File: src/iopsc_pkg.sv
// Constants and types for the I/O port structure control block
//
// Function
// - Sixty-four I/O lines as eight 8-bit ports, each bit latch, driver, buffer.
// - Each bidirectional port is read and written through its own port register.
// - Structure-select bit switches all ports between quasi and true bidirectional.
// - Reset selects quasi-bidirectional; CMOS structure only after software sets it.
// - Port zero drives low address, then carries data byte, time multiplexed.
// - Port two drives high address only for 16-bit accesses, else its latch.
// - Analog input ports are input only; reads give levels, writes do nothing.
// - Analog channel comes from three-bit first or four-bit second control field.
// - Analog input ports are byte-read only, all lines sampled together.
// - Direction register shares its port's address; analog ports have none.
// - Setting direction access, then the next instruction accesses direction register.
// - Direction access clears itself at second state-two-phase-two after being set.
// - Interrupts are blocked while the direction access window is open.
// - Direction registers reset to all ones, so pins start as inputs.
// - In quasi-bidirectional structure direction registers never affect drivers.
package iopsc_pkg;
  localparam int PORT_W = 8;
  localparam int NUM_BIDIR = 8;
  localparam int NUM_LINES = 64;
  localparam int SEL_W = 4;
  // Port selector codes; bidirectional ports take codes 0 to 7
  localparam logic [3:0] PORT_ZERO_IDX = 4'h0;
  localparam logic [3:0] PORT_TWO_IDX = 4'h2;
  localparam logic [3:0] ANALOG_A_IDX = 4'h8;
  localparam logic [3:0] ANALOG_B_IDX = 4'h9;
  // Reset values
  localparam logic [7:0] LATCH_RESET = 8'hFF;
  localparam logic [7:0] DIR_RESET = 8'hFF;
  localparam logic STRUCT_RESET = 1'b0;
  // Phase strobes counted before the direction window closes
  localparam logic [1:0] DIR_WINDOW_STROBES = 2'h2;

  typedef struct packed {
    logic [NUM_BIDIR-1:0][PORT_W-1:0] latch;
    logic [NUM_BIDIR-1:0][PORT_W-1:0] dir;
    logic structSel;
    logic dirAccess;
    logic [1:0] strobeCnt;
    logic [NUM_LINES-1:0] pinMeta;
    logic [NUM_LINES-1:0] pinSync;
    logic [2*PORT_W-1:0] anaMeta;
    logic [2*PORT_W-1:0] anaSync;
    logic [NUM_LINES-1:0] padOut;
    logic [NUM_LINES-1:0] padOe;
    logic [PORT_W-1:0] rdData;
    logic [PORT_W-1:0] extRdData;
    logic [3:0] channel;
  } iopsc_state_type;
endpackage : iopsc_pkg

File: src/iopsc_port_ctrl.sv
// Port latches, direction registers, structure select and pin drivers
`timescale 1ns/1ps
module iopsc_port_ctrl (
  input wire logic ref_clk,
  input wire logic arst_n,
  input wire logic sfrWrite,
  input wire logic sfrRead,
  input wire logic [3:0] sfrPortSel,
  input wire logic [7:0] sfrWrData,
  output logic [7:0] sfrRdData,
  input wire logic structWrite,
  input wire logic structData,
  output logic portStructureSelect,
  input wire logic dirAccessSet,
  input wire logic stateTwoPhaseTwo,
  output logic directionAccessEnable,
  output logic interruptBlock,
  input wire logic [63:0] padIn,
  output logic [63:0] padOut,
  output logic [63:0] padOe,
  input wire logic [7:0] analogInputPortA,
  input wire logic [7:0] analogInputPortB,
  input wire logic [2:0] convCtrlFirstChan,
  input wire logic [3:0] convCtrlSecondChan,
  input wire logic useSecondChan,
  output logic [3:0] analogChannel,
  input wire logic extAccess,
  input wire logic extAddrPhase,
  input wire logic extWriteCycle,
  input wire logic extWide16,
  input wire logic [15:0] extAddr,
  input wire logic [7:0] extWrData,
  output logic [7:0] extRdData
);
  iopsc_pkg::iopsc_state_type state_reg;
  iopsc_pkg::iopsc_state_type state_next;

  // Bidirectional ports own codes 0 to 7; analog ports have no latch
  function automatic logic isBidir(input logic [3:0] sel);
    isBidir = (sel < 4'(iopsc_pkg::NUM_BIDIR));
  endfunction : isBidir

  // Next state: register access, window timing, driver selection
  always_comb begin
    logic [2:0] idx;
    logic [7:0] drvOut;
    logic [7:0] drvOe;
    state_next = state_reg;
    idx = sfrPortSel[2:0];
    drvOut = 8'h00;
    drvOe = 8'h00;
    // Two flip-flop synchronisers on every pin input
    state_next.pinMeta = padIn;
    state_next.pinSync = state_reg.pinMeta;
    state_next.anaMeta = {analogInputPortB, analogInputPortA};
    state_next.anaSync = state_reg.anaMeta;
    if (structWrite) begin
      state_next.structSel = structData;
    end
    // Window closes on second strobe; a new set wins over the clear
    if (state_reg.dirAccess && stateTwoPhaseTwo) begin
      state_next.strobeCnt = state_reg.strobeCnt + 2'h1;
      if (state_reg.strobeCnt + 2'h1 == iopsc_pkg::DIR_WINDOW_STROBES) begin
        state_next.dirAccess = 1'b0;
      end
    end
    if (dirAccessSet) begin
      state_next.dirAccess = 1'b1;
      state_next.strobeCnt = 2'h0;
    end
    // Writes: direction register only inside the window; analog ignored
    if (sfrWrite && isBidir(sfrPortSel)) begin
      if (state_reg.dirAccess) begin
        state_next.dir[idx] = sfrWrData;
      end else begin
        state_next.latch[idx] = sfrWrData;
      end
    end
    // Reads: pin levels for ports, direction register inside the window, whole byte for analog ports
    if (sfrRead) begin
      if (isBidir(sfrPortSel)) begin
        state_next.rdData = state_reg.dirAccess ? state_reg.dir[idx]
                          : state_reg.pinSync[8*idx +: 8];
      end else if (sfrPortSel == iopsc_pkg::ANALOG_A_IDX) begin
        state_next.rdData = state_reg.anaSync[7:0];
      end else if (sfrPortSel == iopsc_pkg::ANALOG_B_IDX) begin
        state_next.rdData = state_reg.anaSync[15:8];
      end else begin
        state_next.rdData = 8'h00;
      end
    end
    state_next.channel = useSecondChan ? convCtrlSecondChan
                       : {1'b0, convCtrlFirstChan};
    // Per-port drivers; quasi mode pulls low only, pull-up is external
    for (int p = 0; p < iopsc_pkg::NUM_BIDIR; p++) begin
      if (state_reg.structSel) begin
        drvOut = state_reg.latch[p];
        drvOe = ~state_reg.dir[p];
      end else begin
        drvOut = 8'h00;
        drvOe = ~state_reg.latch[p];
      end
      state_next.padOut[8*p +: 8] = drvOut;
      state_next.padOe[8*p +: 8] = drvOe;
    end
    // External bus takes over port zero and, for wide addresses, port two
    if (extAccess) begin
      if (extAddrPhase) begin
        state_next.padOut[7:0] = extAddr[7:0];
        state_next.padOe[7:0] = 8'hFF;
      end else begin
        state_next.padOut[7:0] = extWrData;
        state_next.padOe[7:0] = extWriteCycle ? 8'hFF : 8'h00;
      end
      if (extWide16) begin
        state_next.padOut[23:16] = extAddr[15:8];
        state_next.padOe[23:16] = 8'hFF;
      end
    end
    state_next.extRdData = state_reg.pinSync[7:0];
  end

  // State register; reset gives quasi structure and input directions
  always_ff @(posedge ref_clk or negedge arst_n) begin
    if (!arst_n) begin
      state_reg <= '0;
      state_reg.latch <= {iopsc_pkg::NUM_BIDIR{iopsc_pkg::LATCH_RESET}};
      state_reg.dir <= {iopsc_pkg::NUM_BIDIR{iopsc_pkg::DIR_RESET}};
      state_reg.structSel <= iopsc_pkg::STRUCT_RESET;
    end else begin
      state_reg <= state_next;
    end
  end

  assign sfrRdData = state_reg.rdData;
  assign portStructureSelect = state_reg.structSel;
  assign directionAccessEnable = state_reg.dirAccess;
  // Interrupts held off for the whole direction window
  assign interruptBlock = state_reg.dirAccess;
  assign padOut = state_reg.padOut;
  assign padOe = state_reg.padOe;
  assign analogChannel = state_reg.channel;
  assign extRdData = state_reg.extRdData;
endmodule : iopsc_port_ctrl

File: config.mk
export PLATFORM = sky130hd
export DESIGN_NAME = iopsc_port_ctrl
export DESIGN_NICKNAME = d
export VERILOG_FILES = /design/src/iopsc_pkg.sv /design/src/iopsc_port_ctrl.sv
export SDC_FILE = /design/constraint.sdc
export NUM_CORES = 1
export LEC_CHECK = 0
export BUFFER_PORTS_ARGS = -buffer_cell sky130_fd_sc_hd__buf_2
export CAP_MARGIN = 20
export CELL_PAD_IN_SITES_DETAIL_PLACEMENT = 1
export CELL_PAD_IN_SITES_GLOBAL_PLACEMENT = 1
export CORE_ASPECT_RATIO = 1.1
export CORE_MARGIN = 2
export CORE_UTILIZATION = 46
export DETAILED_ROUTE_END_ITERATION = 12
export GPL_TIMING_DRIVEN = 0
export PLACE_DENSITY_LB_ADDON = 0.08
export SYNTH_ARGS = -nofsm -noshare
export SYNTH_HDL_FRONTEND = slang
export SYNTH_SLANG_ARGS = --single-unit
export TNS_END_PERCENT = 1
File: constraint.sdc
create_clock -name ref_clk -period 2.25 [get_ports ref_clk]
set_input_delay 0.3375 -clock ref_clk [delete_from_list [all_inputs] [get_ports ref_clk]]
set_output_delay 0.3375 -clock ref_clk [all_outputs]
set_load 0.01 [all_outputs]
==> results.toml, run 1 <==
[critical_path]
r2r-start = "directionAccessEnable"
crit_required_ns = 2.72
reg2regPathDepth = 5
cp-end-kind = "register"
critPathKind = "reg -> reg"
start_kind = "register"
rr_endpoint = "state_reg[438]"
rrSetupSlack_ns = 0.12
startpoint = "directionAccessEnable"
worstPathMaxFanout = 8
cp_data_arrival_time_ns = 2.60

[global_route]
overflow = 0
antenna_found_initial = 5
grt_pass1_wl_um = 65100
grt_pass1_vias = 10900
track_usage_pct = 23.4
grt_max_degree = 118

[route]
routedWlPerCell_um = 21.1
drt_first_pass_iters = 5
ant_nets = 0
wl_um = 43400
vias = 9879
drc = 0
drt_iter0_drc = 446
vias_per_cell = 4.81

[timing]
max_freq_ghz = 0.470
fin_crit_ns = 2.13
drv_slew = 0
hold_violations = 0
skew_ns = 0.0137
tightest_slew_ns = 1.04
worst_slack_ns = 0.122
setup_viol_count_final = 0
relSlewSlack_pct = 30.6
period_share_pct = 94.6
rsz0062_at_grt = "no"

[floorplanning]
rows = 73
die_width_um = 186
die_y_um = 204
die_area_mm2 = 0.0381
ios = 287
coreArea_mm2 = 0.0361
initial_core_util_pct = 46.6

[power]
clockPowerShare_pct = 37.1
pwr-share-comb_pct = 14.6
p_seq_share_pct = 48.3
switching_share_pct = 24.5
intPower_uw = 15300
leakage_uw = 0.0100
p_sw_uw = 4970
irDropWorstVdd_v = 0.000677
power-per-cell-area_mw_per_mm2 = 948
power_uw = 20300

[synth]
syn-num-nets = 1239
synthFlopType = "dfrtp_1"
ys_seq_elements = 440
synthesis.area_mm2 = 0.0168
syn-mean-instance-area_um2 = 15.2
ys_types = 38
synth-async-reset-ratio_pct = 100
postSynthCellCount = 1102
synth-seq-area-share_pct = 66.5
ys_warn_count = 0
synth-edff-count = 0

[hold_path]
holdCritStartpoint = "convCtrlSecondChan[3]"
min_path_cells = 2
hold_class = "in -> reg"
min_to = "analogChannel[3]"

[clock_network]
root_buffer = "clkbuf_16"
cts_buffers = 44
clockBufferDepth = 3
htreeDepth = 2
clk_pin_slew_worst_paths_ns = 0.06
cts_sinks = 440
cts_tree = "done"
clk_latency_ns = 0.55

[placed_design]
dp_hpwl_um = 28900
place_congestion = 0.779
portBuffers = 284
dpl_worst_slack_ns = -0.0658

[final_layout]
area_growth_syn_to_layout_pct = 27.2
final_cell_mix = "dfrtp_1 (312), buf_2 (293), mux2_2 (165)"
num-nets-final = 1665
drive_gt1_share_pct = 54.6
layout_commonest_cell = "dfrtp_1"
largest_register_ffs = 202

[run_status]
status = "finished clean"

[run]
drv_cap = 0
[how the worst max path moves through the flow]
stage | endpoint | slack [ns]
after floorplan | sfrRdData[0] | 0.53
after global placement | padOut[1] | -7.56
after detailed placement | padOe[41] | -0.07
after CTS | padOut[12] | 0.11
after global routing | state_reg[422] | 0.0008
final | state_reg[438] | 0.12
[cell type report]
cell class	instances	area, um^2
clock inverters	19	228
well taps	487	609
plain buffers	195	1360
multi-input cells	466	4270
inverters	1	3.75
flip-flops and latches	440	11200
clock buffers	63	1260
diodes	1	2.50
fillers	3499	14700
repair buffers	380	2460
[cells in the mapped netlist, drive strengths merged (2+ instances only)]
library cell	count	share of area, %
a22o	7	0.37
a2111oi	3	0.16
buf	169	7.5
o22ai	3	0.11
mux4	19	2.5
nor2	16	0.42
nand3	14	0.45
dfstp	128	20
nor3	6	0.18
nand2b	2	0.074
a21oi	4	0.12
clkbuf	26	0.58
and2	52	1.9
mux2i	77	4.6
a41oi	5	0.26
o21ai	10	0.30
dfrtp	312	46
a22oi	10	0.45
nand2	56	1.4
nor2b	4	0.15
mux2	169	11
[per-layer routing]
metal | vias to the layer above | part of all wire [%] | track usage [%]
met5 | - | 0.12 | 0
met4 | 8 | 2.1 | 6.16
met3 | 62 | 5.0 | 4.70
met2 | 249 | 53 | 42.0
met1 | 5094 | 40 | 28.6
li1 | 4466 | - | -
[kinds of logic (layout without fill, tap and decap cells)]
kind of cell	count (synthesis)	count (layout)	synth area share, %
AND/OR/NAND/NOR	156	156	5.02
other	0	1	0
flip-flops	440	440	66.5
AO/OA/AOI/OAI	43	43	1.80
multiplexers	265	265	18.5
XOR/XNOR	1	1	0.0522
adder cells (fa/ha/maj)	1	1	0.0745
buffers and inverters	196	658	8.07
[power by group through the flow]
stage | combinational, uW | clock, uW | sequential (uW)
2_1_floorplan | 1830 | 0 | 9570
3_3_place_gp | 2770 | 0 | 9880
3_5_place_dp | 2860 | 0 | 9930
4_1_cts | 3000 | 7680 | 9790
5_1_grt | 3220 | 8030 | 9890
6_report | 2970 | 7520 | 9790
[per-stage QoR]
step                std cells  TNS [ns]  hold WS (ns)  area (um^2)  util [%]
floorplan                1102         0        0.0419        16800         -
global placement         1873  -2955.74         0.332        18800      52.2
detailed placement       1877    -0.188         0.272        18900      52.5
CTS                      2051         0      0.000173        21400      59.2
global route             2051         0       0.00410        21400      59.2
finish                   2052         0        0.0261        21400      59.2
[repair_timing]
action	CTS	global route
hold buffers	92	0
gates resized for setup	3	2
endpoints found under the setup margin	16	1
pin swaps	0	0
setup buffers	0	0
hold endpoints to repair	141	0
[critical path: stages (launching register included)]
cell and delay [ns]:
dfrtp_1 0.53, nor2_1 0.43, and3_1 0.21, clkbuf_1 0.25, nand2_2 0.28, mux2_2 0.35
Note: power is estimated with default switching activity, not from simulation.
==> inputs of run 2 (changes only) <==
CORE_ASPECT_RATIO = 2   (was 1.1)
CORE_UTILIZATION = 50   (was 46)
clock period = 2.52 ns   (was 2.25 ns; I/O delays follow)
==> results.toml, run 2 (synthesis gave the netlist of run 1 again) <==
[hold_path]
min_path_cells = 3
holdCritStartpoint = "extAddr[13]"
hold_class = "in -> reg"
min_to = "padOut[21]"

[critical_path]
path_buf_inv = 3
rr_endpoint = "padOe[40]"
cp_data_arrival_time_ns = 2.62
rrSetupSlack_ns = 0.31
cp-end-kind = "register"
r2r-start = "portStructureSelect"
crit_required_ns = 2.93
worst_path_largest_cell_delay_ns = 0.56
start_kind = "register"
worstPathMaxFanout = 10
reg2regPathDepth = 4
critPathKind = "reg -> reg"
critical-path-top-delay-family = "buffers and inverters"
cp_slowest_cell = "buf_1"
cp_cell_sequence = "clkbuf_1, buf_1, buf_2, mux2i_1"

[timing]
period_share_pct = 87.6
fin_crit_ns = 2.21
fin_tns_setup_ns = 0
drv_slew = 0
skew_ns = 0.0145
setup_viol_count_final = 0
tightest_slew_ns = 0.870
rsz0062_at_grt = "no"
worst_slack_ns = 0.313
hold_violations = 0
relSlewSlack_pct = 42.0
max_freq_ghz = 0.453

[global_route]
overflow = 0
antenna_found_initial = 2
grt_pass1_wl_um = 66600
track_usage_pct = 25.7
grt_max_degree = 131
grt_pass1_vias = 11300

[final_layout]
fillers = 3169
final_util_pct = 62.6
area_growth_syn_to_layout_pct = 24.4
design_area_mm2 = 0.0209
layout_commonest_cell = "dfrtp_1"
final_cell_mix = "dfrtp_1 (312), buf_2 (292), mux2_2 (165)"
largest_register_ffs = 202
drive_gt1_share_pct = 54.9
num-nets-final = 1646

[route]
drt_first_pass_iters = 4
vias = 9890
wl_um = 44300
drc = 0
vias_per_cell = 5.02
routedWlPerCell_um = 22.5
drt_iter0_drc = 380
ant_nets = 0

[floorplanning]
initial_core_util_pct = 50.3
coreArea_mm2 = 0.0334
ios = 287
rows = 95
die_y_um = 263
die_area_mm2 = 0.0352
die_width_um = 134

[clock_network]
cts_buffers = 37
clk_pin_slew_worst_paths_ns = 0.07
htreeDepth = 2
cts_sinks = 440
post_cts_buffers = 0
ctsResizeCount = 0
clk_latency_ns = 0.54
holdBufCountCts = 81
cts_tree = "done"
root_buffer = "clkbuf_16"
clockBufferDepth = 3

[power]
power-per-cell-area_mw_per_mm2 = 828
irDropWorstVdd_v = 0.000659
leakage_uw = 0.00983
power_uw = 17300

[run]
drv_cap = 0

[placed_design]
dp_hpwl_um = 30200
portBuffers = 284
place_congestion = 0.818
dpl_worst_slack_ns = 0.249
dpl_cell_area_mm2 = 0.0189

[run_status]
status = "finished clean"
-- run 2: power breakdown --
| group | switching, uW | internal [uW] | total, uW |
|---|---|---|---|
| registers | 548 | 8170 | 8720 |
| clock network | 2560 | 3350 | 5910 |
| logic | 1210 | 1460 | 2670 |
| total | 4310 | 13000 | 17300 |
-- run 2: final cells by class --
class | count | area [um^2] | share of cell area [%]
repair buffers | 368 | 2320 | 11.1
inverters | 1 | 3.75 | 0.0180
clock buffers | 49 | 1050 | 5.03
plain buffers | 195 | 1350 | 6.47
diodes | 1 | 2.50 | 0.0120
multi-input cells | 466 | 4270 | 20.4
flip-flops and latches | 440 | 11200 | 53.5
clock inverters | 15 | 180 | 0.862
well taps | 436 | 546 | 2.61
-- run 2: how the worst max path moves through the flow --
| stage | from | to | slack, ns | depth (start not counted) |
|---|---|---|---|---|
| floorplan | sfrPortSel[1] | sfrRdData[0] | 0.76 | 5 |
| global placement | arst_n | state_next[183] | -7.13 | 1 |
| detailed placement | sfrPortSel[0] | sfrRdData[3] | 0.25 | 8 |
| CTS | portStructureSelect | padOut[28] | 0.27 | 4 |
| global route | portStructureSelect | padOe[40] | 0.20 | 4 |
| finish | portStructureSelect | padOe[40] | 0.31 | 4 |
-- run 2: layer usage --
metal	track usage [%]	wire [um]	up-vias	share of wire, %
li1	-	-	4409	-
met1	26.1	14900	5122	34
met2	50.9	25900	271	58
met3	3.70	1720	86	3.9
met4	10.9	1870	2	4.2
met5	0	7	-	0.016
-- run 2: worst register-to-register path, cell delays in order, from the launching register on --
cell and delay (ns):
dfrtp_1 0.34, clkbuf_1 0.32, buf_1 0.56, buf_2 0.49, mux2i_1 0.38
-- run 2: stage by stage --
step	std cells	hold slack, ns
after floorplan	1102	0.0824
after global placement	1822	0.332
after detailed placement	1825	0.336
after CTS	1970	0.0248
after global routing	1970	0.0372
final	1971	0.0402
==> inputs of run 3 (changes only) <==
CELL_PAD_IN_SITES_DETAIL_PLACEMENT = 0   (was 1)
CELL_PAD_IN_SITES_GLOBAL_PLACEMENT = 2   (was 1)
CORE_UTILIZATION = 42   (was 50)
==> results.toml, run 3 (synthesis gave the netlist of run 1 again) <==
[run_status]
status = "finished clean"

[hold_path]
holdCritStartpoint = "dirAccessSet"
min_to = "state_reg[308]"
min_path_cells = 2
hold_class = "in -> reg"

[final_layout]
area_growth_syn_to_layout_pct = 25.4
drive_gt1_share_pct = 54.7
antenna_cells = 0
num-nets-final = 1648
final_util_pct = 53.4
layoutNonFillerInstCount = 2064
final_cell_mix = "dfrtp_1 (312), buf_2 (292), mux2_2 (165)"
fillers = 3398
layout_commonest_cell = "dfrtp_1"
largest_register_ffs = 202

[floorplanning]
rows = 103
initial_core_util_pct = 42.6
die_y_um = 287
die_area_mm2 = 0.0417
die_width_um = 145
ios = 287
coreArea_mm2 = 0.0394

[global_route]
antenna_found_initial = 2
track_usage_pct = 19.9
grt_max_degree = 118
overflow = 0
grt_pass1_wl_um = 61600
grt_pass1_vias = 10400

[clock_network]
root_buffer = "clkbuf_16"
post_cts_buffers = 0
cts_buffers = 39
cts_tree = "done"
htreeDepth = 2
cts_sinks = 440
clk_pin_slew_worst_paths_ns = 0.06
clk_latency_ns = 0.55
clockBufferDepth = 3

[critical_path]
critPathKind = "reg -> reg"
cp_data_arrival_time_ns = 2.69
path_common_cell = "clkbuf_1"
rr_endpoint = "padOe[41]"
worstPathMaxFanout = 10
crit_required_ns = 2.94
cp-end-kind = "register"
reg2regPathDepth = 4
cp_cell_sequence = "clkbuf_1, clkbuf_1, buf_1, mux2i_1"
start_kind = "register"
r2r-start = "portStructureSelect"
worst_path_largest_cell_delay_ns = 0.57
rrSetupSlack_ns = 0.25
cp_slowest_cell = "buf_1"

[timing]
skew_ns = 0.0142
max_freq_ghz = 0.441
whs_ns = 0.0404
fin_crit_ns = 2.27
relSlewSlack_pct = 35.0
drv_slew = 0
tightest_slew_ns = 0.975
period_share_pct = 90.1
rsz0062_at_grt = "no"
hold_violations = 0
setup_viol_count_final = 0

[placed_design]
portBuffers = 284
place_congestion = 0.797
dp_hpwl_um = 30000
dp_cells = 1914

[route]
wl_met3_um = 1740
wl_um = 41100
drc = 0
wl_met2_um = 23900
vias_per_cell = 4.60
drt_iter0_drc = 292
ant_nets = 0
wl_met1_um = 14200
routedWlPerCell_um = 19.9
top_layer = "met5"
drt_first_pass_iters = 4
vias = 9498

[power]
power-per-cell-area_mw_per_mm2 = 822
leakage_uw = 0.00985
irDropWorstVdd_v = 0.000611

[run]
drv_cap = 0
[run 3: final cells by class]
cell class	count	area, um^2	share of cell area [%]
flip-flops and latches	440	11200	53.0
multi-input cells	466	4270	20.3
repair buffers	368	2320	11.0
plain buffers	195	1350	6.42
clock buffers	52	1110	5.26
well taps	525	657	3.12
clock inverters	17	175	0.832
inverters	1	3.75	0.0178
[run 3: how the worst max path moves through the flow]
stage,startpoint,end,depth (start not counted)
floorplan,sfrPortSel[1],sfrRdData[0],5
global placement,arst_n,analogChannel[2],1
detailed placement,portStructureSelect,padOe[41],4
CTS,portStructureSelect,padOe[41],4
global route,portStructureSelect,padOe[41],4
finish,portStructureSelect,padOe[41],4
[run 3: stage by stage]
stage / setup WS [ns] / power [uW] / setup TNS [ns] / area [um^2]
after floorplan: 0.760 / 10200 / 0 / 16800
after global placement: -7.23 / 11300 / -2813.37 / 18900
after detailed placement: 0.126 / 11400 / 0 / 19000
after CTS: 0.128 / 17600 / 0 / 21100
after global routing: 0.0962 / 18100 / 0 / 21100
final: 0.250 / 17300 / 0 / 21100
[run 3: timing repair]
| action | in CTS | in global routing |
|---|---|---|
| hold buffers | 81 | 0 |
| resized for setup | 0 | 0 |
| endpoints found under the hold margin | 149 | 0 |
[run 3: metal layers]
layer	vias up	GRT usage [%]
met1	4752	20.2
li1	4414	-
met5	-	0
met4	4	7.23
met2	260	40.1
met3	68	3.35
[run 3: where the power goes]
| part | total (uW) | switching [uW] | leakage [uW] | internal [uW] |
|---|---|---|---|---|
| Combinational | 2640 | 1180 | 0.00421 | 1460 |
| Clock | 5990 | 2580 | 0.000634 | 3410 |
| Sequential | 8670 | 501 | 0.00501 | 8170 |
[run 3: worst max-delay path: cells and delay by family, from the launching register on]
kind	cells	cell delay (ns)
flops	1	0.33
mux	1	0.39
buf+inv	3	1.41
